<file path="src/hw/tbc_pkg.sv">
// package for the trace breakpoint control and status block
package tbc_pkg;

   // ------------------------------------------------------------
   // register selection (coprocessor register number and select)
   // ------------------------------------------------------------
   localparam logic [4:0] TBC_CTRL_REGNUM = 5'h17;
   localparam logic [2:0] TBC_CTRL_SEL = 3'h4;
   localparam logic [4:0] TBC_STAT_REGNUM = 5'h17;
   localparam logic [2:0] TBC_STAT_SEL = 3'h6;

   // ------------------------------------------------------------
   // field layout
   // ------------------------------------------------------------
   localparam int TBC_NUM_BP = 8;
   localparam int TBC_DATA_SEL_BIT = 31;
   localparam int TBC_DATA_EN_LSB = 16;
   localparam int TBC_INSTR_SEL_BIT = 15;
   localparam int TBC_INSTR_EN_LSB = 0;
   localparam int TBC_PASS_CNT_BIT = 0;
   localparam int TBC_TUPLE_BIT = 1;
   localparam int TBC_DQUAL_BIT = 2;
   localparam int TBC_PRIMED_BIT = 3;
   localparam int TBC_STAT_RSVD_BIT = 31;

   // enables that exist on every variant; the rest need the mmu core
   localparam logic [7:0] TBC_DATA_EN_BASE_MASK = 8'h03;
   localparam logic [7:0] TBC_INSTR_EN_BASE_MASK = 8'h3F;
   localparam logic [7:0] TBC_ALL_MASK = 8'hFF;
   localparam logic [7:0] TBC_EN_RESET = 8'h00;
   localparam logic [3:0] TBC_FLAGS_RESET = 4'h0;
   localparam logic [31:0] TBC_ZERO_WORD = 32'h0000_0000;

   // coprocessor register access
   typedef struct packed {
      logic rd;
      logic wr;
      logic [4:0] regnum;
      logic [2:0] sel;
      logic [31:0] wdata;
   } tbc_cop_req_s;

   // complex breakpoint features seen with a debug exception
   typedef struct packed {
      logic primed;
      logic dqual;
      logic tuple;
      logic pass_cnt;
   } tbc_cbp_flags_s;

endpackage

</file>
<file path="src/hw/tbc_trig_gate.sv">
// gates one group of breakpoint triggers into trace start requests
`timescale 1ns/1ps
`default_nettype none
module tbc_trig_gate (
   // controls
   input wire logic group_sel,
   input wire logic [7:0] enables,
   // triggers in, starts out
   input wire logic [7:0] trig,
   output logic [7:0] start
);
   // ------------------------------------------------------------
   // per breakpoint gating
   // ------------------------------------------------------------
   for (genvar i = 0; i < 8; i++) begin : g_bp
      // group select blocks all, then each enable passes its own
      assign start[i] = group_sel & enables[i] & trig[i];
   end
endmodule
`default_nettype wire

</file>
<file path="src/hw/tbc_status_cap.sv">
// captures complex breakpoint features on each debug exception
`timescale 1ns/1ps
`default_nettype none
module tbc_status_cap (
   // clock and reset
   input wire logic clk,
   input wire logic rstn,
   input wire logic ce,
   // capture
   input wire logic dbg_exc,
   input wire tbc_pkg::tbc_cbp_flags_s flags_in,
   output tbc_pkg::tbc_cbp_flags_s flags_q
);
   import tbc_pkg::*;

   // ------------------------------------------------------------
   // capture register
   // ------------------------------------------------------------
   // hardware capture only
   always_ff @(posedge clk or negedge rstn) begin
      if (!rstn) begin
         flags_q <= TBC_FLAGS_RESET;
      end else if (ce && dbg_exc) begin
         flags_q <= flags_in;
      end
   end
endmodule
`default_nettype wire

</file>
<file path="src/hw/tbc_top.sv">
// trace breakpoint control and complex breakpoint status registers
//
// Function
// data bp 0 enable lets its trigger start tracing
// instruction trigger select passes or blocks all instruction triggers
// control bits 14 to 8 read zero
// eight instruction enables gate each instruction trigger
// instruction enables 7 and 6 only on mmu variants
// status register exists only with complex breakpoints
// status bit 31 reads one, bits 30 to 4 zero
// status bit 3 shows primed complex breakpoint on last exception
// status bit 2 shows data qualified breakpoint on last exception
// status bit 1 shows tuple breakpoint on last exception
// status bit 0 shows pass counter breakpoint on last exception
// data trigger select passes or blocks all data triggers
// data enables 1 to 7 at bits 17 to 23; 2 to 7 mmu only
// status flags captured by hardware, software writes ignored
`timescale 1ns/1ps
`default_nettype none
module tbc_top #(
   parameter bit HAS_MMU = 1'b1,
   parameter bit HAS_COMPLEX_BP = 1'b1
) (
   // clock, reset, enable
   input wire logic clk,
   input wire logic rstn,
   input wire logic ce,
   // coprocessor register moves
   input wire tbc_pkg::tbc_cop_req_s cop_req,
   output logic [31:0] cop_rdata,
   // breakpoint units
   input wire logic [7:0] data_bp_trig,
   input wire logic [7:0] instr_bp_trig,
   input wire logic dbg_exc,
   input wire tbc_pkg::tbc_cbp_flags_s cbp_flags,
   // trace control
   output logic [7:0] data_trace_start,
   output logic [7:0] instr_trace_start,
   output logic trace_start
);
   import tbc_pkg::*;

   // ------------------------------------------------------------
   // decode
   // ------------------------------------------------------------
   function automatic logic hit(input tbc_cop_req_s r, input logic [4:0] n,
                                input logic [2:0] s);
      hit = (r.regnum == n) && (r.sel == s);
   endfunction

   logic ctrl_hit;
   logic stat_hit;
   logic [7:0] data_mask;
   logic [7:0] instr_mask;

   assign ctrl_hit = hit(cop_req, TBC_CTRL_REGNUM, TBC_CTRL_SEL);
   // status present only with complex breakpoints
   assign stat_hit = HAS_COMPLEX_BP && hit(cop_req, TBC_STAT_REGNUM, TBC_STAT_SEL);
   // upper instruction enables mmu only
   assign instr_mask = HAS_MMU ? TBC_ALL_MASK : TBC_INSTR_EN_BASE_MASK;
   // data enables 2 to 7 mmu only
   assign data_mask = HAS_MMU ? TBC_ALL_MASK : TBC_DATA_EN_BASE_MASK;

   // ------------------------------------------------------------
   // control register
   // ------------------------------------------------------------
   logic data_bp_trigger_select_q;
   logic instr_bp_trigger_select_q;
   logic [7:0] data_bp_trace_start_q;
   logic [7:0] instr_bp_trace_start_q;

   // data trigger select storage
   always_ff @(posedge clk or negedge rstn) begin
      if (!rstn) begin
         data_bp_trigger_select_q <= 1'b0;
         instr_bp_trigger_select_q <= 1'b0;
      end else if (ce && cop_req.wr && ctrl_hit) begin
         data_bp_trigger_select_q <= cop_req.wdata[TBC_DATA_SEL_BIT];
         // instruction select storage
         instr_bp_trigger_select_q <= cop_req.wdata[TBC_INSTR_SEL_BIT];
      end
   end

   // unimplemented enable bits stay zero, so they read back zero
   always_ff @(posedge clk or negedge rstn) begin
      if (!rstn) begin
         data_bp_trace_start_q <= TBC_EN_RESET;
         instr_bp_trace_start_q <= TBC_EN_RESET;
      end else if (ce && cop_req.wr && ctrl_hit) begin
         // data enables at 23:16
         data_bp_trace_start_q <= cop_req.wdata[TBC_DATA_EN_LSB +: 8] & data_mask;
         // instruction enables at 7:0
         instr_bp_trace_start_q <= cop_req.wdata[TBC_INSTR_EN_LSB +: 8] & instr_mask;
      end
   end

   // ------------------------------------------------------------
   // trigger gating
   // ------------------------------------------------------------
   logic [7:0] data_start;
   logic [7:0] instr_start;

   // data bp 0 gated by bit 16 enable
   tbc_trig_gate u_data_gate (
      .group_sel(data_bp_trigger_select_q),
      .enables(data_bp_trace_start_q),
      .trig(data_bp_trig),
      .start(data_start)
   );

   // instruction triggers gated per enable
   tbc_trig_gate u_instr_gate (
      .group_sel(instr_bp_trigger_select_q),
      .enables(instr_bp_trace_start_q),
      .trig(instr_bp_trig),
      .start(instr_start)
   );

   // registered so trace control sees a clean level
   always_ff @(posedge clk or negedge rstn) begin
      if (!rstn) begin
         data_trace_start <= TBC_EN_RESET;
         instr_trace_start <= TBC_EN_RESET;
         trace_start <= 1'b0;
      end else if (ce) begin
         data_trace_start <= data_start;
         instr_trace_start <= instr_start;
         trace_start <= |{data_start, instr_start};
      end
   end

   // ------------------------------------------------------------
   // complex breakpoint status
   // ------------------------------------------------------------
   tbc_cbp_flags_s flags_q;

   // flags follow debug exceptions only
   tbc_status_cap u_stat (
      .clk(clk),
      .rstn(rstn),
      .ce(ce),
      .dbg_exc(dbg_exc),
      .flags_in(cbp_flags),
      .flags_q(flags_q)
   );

   // ------------------------------------------------------------
   // read data
   // ------------------------------------------------------------
   logic [31:0] ctrl_word;
   logic [31:0] stat_word;

   // bits 30:24 and 14:8 left zero
   always_comb begin
      ctrl_word = TBC_ZERO_WORD;
      ctrl_word[TBC_DATA_SEL_BIT] = data_bp_trigger_select_q;
      ctrl_word[TBC_DATA_EN_LSB +: 8] = data_bp_trace_start_q;
      ctrl_word[TBC_INSTR_SEL_BIT] = instr_bp_trigger_select_q;
      ctrl_word[TBC_INSTR_EN_LSB +: 8] = instr_bp_trace_start_q;
   end

   // reserved top bit one, rest zero
   always_comb begin
      stat_word = TBC_ZERO_WORD;
      stat_word[TBC_STAT_RSVD_BIT] = 1'b1;
      // primed flag
      stat_word[TBC_PRIMED_BIT] = flags_q.primed;
      // data qualified flag
      stat_word[TBC_DQUAL_BIT] = flags_q.dqual;
      // tuple flag
      stat_word[TBC_TUPLE_BIT] = flags_q.tuple;
      // pass counter flag
      stat_word[TBC_PASS_CNT_BIT] = flags_q.pass_cnt;
   end

   // read data held in a flop; unmapped selects return zero
   always_ff @(posedge clk or negedge rstn) begin
      if (!rstn) begin
         cop_rdata <= TBC_ZERO_WORD;
      end else if (ce && cop_req.rd) begin
         if (ctrl_hit) begin
            cop_rdata <= ctrl_word;
         end else if (stat_hit) begin
            cop_rdata <= stat_word;
         end else begin
            cop_rdata <= TBC_ZERO_WORD;
         end
      end
   end
endmodule
`default_nettype wire

</file>
<file path="config.mk">
export PLATFORM = sky130hd
export DESIGN_NAME = tbc_top
export DESIGN_NICKNAME = d
export VERILOG_FILES = /design/src/hw/tbc_pkg.sv /design/src/hw/tbc_trig_gate.sv /design/src/hw/tbc_status_cap.sv /design/src/hw/tbc_top.sv
export SDC_FILE = /design/constraint.sdc
export NUM_CORES = 1
export LEC_CHECK = 0
export ABC_CLOCK_PERIOD_IN_PS = 1100
export BUFFER_PORTS_ARGS = -buffer_cell sky130_fd_sc_hd__clkbuf_2
export CAP_MARGIN = 20
export CORE_ASPECT_RATIO = 1.1
export CORE_MARGIN = 4
export CORE_UTILIZATION = 40
export DETAILED_ROUTE_END_ITERATION = 10
export PLACE_DENSITY = 0.72
export SETUP_SLACK_MARGIN = 0.05
export SLEW_MARGIN = 20
export SYNTH_ARGS = -nofsm -noshare
export SYNTH_HDL_FRONTEND = slang
export SYNTH_SLANG_ARGS = --single-unit
</file>
<file path="constraint.sdc">
create_clock -name clk -period 1.1 [get_ports clk]
set_input_delay 0.275 -clock clk [delete_from_list [all_inputs] [get_ports clk]]
set_output_delay 0.275 -clock clk [all_outputs]
set_load 0.01 [all_outputs]
</file>
-- After elaboration in Yosys (flattened, before gate mapping)
Cells that the tools add are included.
- flip-flop bits (word level): 71
- logic and storage cells: 56
- multiplexer cells: 2
- bitwise operators: 32
- eq/ne operators: 3
- reductions and logical operators: 7
- operator list (cell ; count):
    $mux W32 ; 2
    $and A1 B1 Y1 ; 32
    $reduce_or A16 Y1 ; 1
    $eq A3 B3 Y1 const B ; 2
    $logic_and A1 B1 Y1 ; 6
    $eq A5 B5 Y1 const B ; 1

-- Depth between registers and ports, before layout
- depth after elaboration: 4
- depth in mapped cells: 6

-- By module
A second synthesis with hierarchy kept.
- cell total of the unflattened synthesis: 205
- area, all modules: 2528.7 um2
- modules (own cells, without submodules) (module ; times used ; area each (um2) ; cells an instance ; seq. area each (um2)):
    tbc_top ; 1 ; 2262.2 ; 180 ; 1326.3
    tbc_status_cap ; 1 ; 166.4 ; 9 ; 100.1
    tbc_trig_gate ; 2 ; 50.0 ; 8 ; 0.0

-- Least setup slack after synthesis
No wires, ideal clock.
- kind: input to register
- from: input port cop_req[32] (netlist bit)
- to: register data_bp_trace_start_q[0]
- cell stages on the path: 6
- arrival: 1451 ps
- path slack: -476 ps
- cell sequence: nand4b_1 -> nor3_1 -> and4b_1 -> buf_4 -> buf_6 -> mux2_2
- longest elaborated chain between the ends: 3
- ends and longest elaborated chain (what ; line ; source):
    from (decl) ; tbc_top.sv:29 ; input wire tbc_pkg::tbc_cop_req_s cop_req,
    $eq A3 B3 Y1 ; tbc_top.sv:48 ; hit = (r.regnum == n) && (r.sel == s);
    $logic_and A1 B1 Y1 ; tbc_top.sv:48 ;
    $logic_and A1 B1 Y1 ; tbc_top.sv:89 ; end else if (ce && cop_req.wr && ctrl_hit) begin
    to (signal assigned) ; tbc_top.sv:91 ; data_bp_trace_start_q <= cop_req.wdata[TBC_DATA_EN_LSB +: 8] & data_mask;
    to (decl) ; tbc_top.sv:69 ; logic [7:0] data_bp_trace_start_q;
Every way passes these cells.
A chain may end at the register's enable or synchronous reset.

-- Final worst setup path
- from: input port cop_req[32] (netlist bit)
- to: register cop_rdata[21]
- longest elaborated chain between the ends: 3
- ends and longest elaborated chain (what ; line ; source):
    $eq A3 B3 Y1 ; tbc_top.sv:48 ;
    $logic_and A1 B1 Y1 ; tbc_top.sv:48 ;
    $mux W32 ; tbc_top.sv:181 ; if (ctrl_hit) begin
    to (signal assigned) ; tbc_top.sv:182 ; cop_rdata <= ctrl_word;
    to (signal assigned) ; tbc_top.sv:184 ; cop_rdata <= stat_word;
    to (decl) ; tbc_top.sv:30 ; output logic [31:0] cop_rdata,
Every way passes these cells.

==> results.sh <==
export IMPL_synth_area_top_cells="dfrtp_1 (60%), mux2_2 (10%), buf_4 (5.1%), a22o_1 (4.8%), o22ai_1 (4.2%)"
export IMPL_crit_path_start_kind="input port"
export IMPL_layout_min_cycle_time_ps=1339
export IMPL_cts_tree="done"
export IMPL_max_vdd_ir_drop_v=0.0007552
export IMPL_clk_latency_ps=320
export IMPL_dr_pass1_iters=4
export IMPL_io_pins=115
export IMPL_finalSetupViolations=62
export IMPL_hold_viol=0
export IMPL_nets=400
export IMPL_async_flop_share_pct=100.0
export IMPL_hp_class="in2reg"
export IMPL_synth_largest_area_cell="dfrtp_1"
export IMPL_synth_top_family_by_area="multiplexers"
export IMPL_hold_slack_ps=181.5
export IMPL_synth_edff_count=0
export IMPL_syn_inst=196
export IMPL_drt_iter0_drc=93
export IMPL_die_area_um2=7201
export IMPL_htree_levels=3
export IMPL_critPathKind="in2reg"
export IMPL_antenna_left=0
export IMPL_syn_avg_cell_area_um2=12.05
export IMPL_finalWeightedCongestion=0.7777
export IMPL_grt_pass1_vias=2065
export IMPL_initial_core_util_pct=41.20
export IMPL_cts_sinks=57
export IMPL_synth_compound_area_share_pct=11.02
export IMPL_crit_fanout=13
export IMPL_synth_common_cells="dfrtp_1 (57), nand2_1 (26), mux2_2 (22)"
export IMPL_violations="setup timing"
export IMPL_synth_top_cell_area_share_pct=60.38
export IMPL_wire_per_inst_um=14.73
export IMPL_post_dp_hpwl_um=4174
export IMPL_ys_seq_area_share_pct=60.38
export IMPL_status="finished, violations left"
export IMPL_via_per_inst=4.659
export IMPL_cp_cell_sequence="clkbuf_2 -> nand4b_1 -> buf_4 -> or4_4 -> nor2_4 -> buf_12 -> a22o_1"
export IMPL_yosysUniqueCellTypes=21
export IMPL_crit_arrival_ps=1600
export IMPL_end_kind="flop"
export IMPL_die_w_um=81.27
export IMPL_numPortBuffers=86
export IMPL_p_leak_nw=1.864
export IMPL_crit_buf_inv=3
export IMPL_drive_gt1_share_pct=54.28
export IMPL_cts_buffer_depth=2
export IMPL_synth_adder_area_share_pct=0
export IMPL_cp_top_family="simple AND/OR/NAND/NOR gates"
export IMPL_drv_cap=0
export IMPL_synth_seq_cells=57
export IMPL_fin_crit_sh_pct=121.8
export IMPL_rows=29
export IMPL_gr_total_overflow=0
export IMPL_cts_root_buf="clkbuf_8"
export IMPL_vias=1938
export IMPL_setup_ws_ps=-239.4
export IMPL_drv_slew=0
export IMPL_ys_flop_type="dfrtp_1"
export IMPL_area_delta_synth_final_pct=48.15
export IMPL_wl_um=6129
export IMPL_cts_buffers=9
export IMPL_grt_max_degree=58
export IMPL_synth_warnings=0
export IMPL_fin_util_pct=61.04
export IMPL_syn_area_um2=2362
export IMPL_crit_slowest_cell="or4_4"
export IMPL_diodes=0
export IMPL_powerDensity_nw_per_um2=1290
export IMPL_grt_pass1_wl_um=9901
export IMPL_synthXorXnorAreaFrac_pct=0
export IMPL_antenna_found_initial=0
export IMPL_drc=0
export IMPL_setup_tns_ps=-7537
export IMPL_required_ps=1360
export IMPL_core_um2=5733
export IMPL_critPathMaxStageDelay_ps=510
export IMPL_die_y_um=88.60
export IMPL_clkSlewWorstSetupHoldPaths_ps=70
export IMPL_grt_usage_pct=18.50
export IMPL_synthMuxAreaShare_pct=12.18
export IMPL_yosysMostFrequentCell="dfrtp_1"
export IMPL_rsz0062_at_grt="yes"
export IMPL_max_freq_mhz=746.6
export IMPL_fin_worst_skew_ps=7.983
export IMPL_synth_simple_area_share_pct=7.309
==> area by class of cell <==
class	instances	area, µm²
clock buffer	14	172.7
clock inverter	2	35.03
fill	495	2233
inverter	16	60.06
multi-input combinational	114	853.3
sequential	57	1426
tap	77	96.34
timing repair buffer	136	855.8
==> metrics by stage <==
stage	instance area [µm²]	std cells	setup WS, ps	total power [W]
detailed placement	2959	363	-670.0	0.002511
finish	3500	416	-239.4	0.004513
global placement	2959	363	-637.6	0.002508
floorplan	2462	209	-464.2	0.002359
global route	3500	416	-323.9	0.004697
CTS	3326	397	-237.6	0.004531
==> worst paths after layout <==
check	start	endpoint	slack, ps	cells past startpoint
min in group asynchronous	rstn	cop_rdata[18]$_DFFE_PN0P_	500	3
worst max-delay path	cop_req[32]	cop_rdata[21]$_DFFE_PN0P_	-240	7
max in group asynchronous	rstn	instr_bp_trace_start_q[0]$_DFFE_PN0P_	340	3
worst min-delay path	cop_req[18]	data_bp_trace_start_q[2]$_DFFE_PN0P_	180	2
worst min register to register	cop_rdata[3]$_DFFE_PN0P_	cop_rdata[3]$_DFFE_PN0P_	470	2
worst max register to register	data_bp_trace_start_q[0]$_DFFE_PN0P_	trace_start$_DFFE_PN0P_	110	4
==> placed cells by master (no fill, tap or decap), drive strengths merged, types with 2 or more instances in the layout <==
master | Yosys | routed
inv | 16 | 16
nor2 | 2 | 2
a22o | 13 | 13
clkbuf | 4 | 98
conb | 1 | 14
nand2 | 26 | 26
mux2i | 4 | 4
o22ai | 16 | 16
o21ai | 8 | 8
nand4 | 4 | 4
mux2 | 22 | 22
dfrtp | 57 | 57
buf | 18 | 51
==> routing by layer <==
metal,track usage [%],up-vias,part of all wire (%)
li1,-,929,-
met1,22.66,911,40
met3,5.703,12,9.5
met2,29.78,86,48
met5,0,-,0
met4,8.756,0,1.9
==> cell families (layout without fill, tap and decap cells) <==
group | count (synthesis) | after routing
muxes | 26 | 26
AOI/OAI and AO/OA | 38 | 38
DFF | 57 | 57
buffers and inverters | 38 | 168
other | 1 | 14
and+or+nand+nor | 36 | 36
==> flip-flops by register name, indices dropped and copies added, names as in the netlist <==
| signal | flops |
|---|---|
| cop_rdata | 18 |
| data_bp_trace_start_q | 8 |
| data_bp_trigger_select_q | 1 |
| data_trace_start | 8 |
| instr_bp_trace_start_q | 8 |
| instr_bp_trigger_select_q | 1 |
| instr_trace_start | 8 |
| trace_start | 1 |
| u_stat.flags_q | 4 |
==> where the power goes <==
group          total [W]  internal, W  switching [W]
Sequential       0.00217      0.00214      0.0000309
Combinational   0.000328     0.000159       0.000169
Clock            0.00201      0.00123       0.000783
==> repair_timing <==
action | CTS | global route
hold buffers | 1 | 0
resized for setup | 7 | 12
endpoints found under the hold margin | 57 | 0
setup buffers | 17 | 19
endpoints found under the setup margin | 71 | 71
pin swaps | 4 | 3
(Power assumes the default switching activity.)
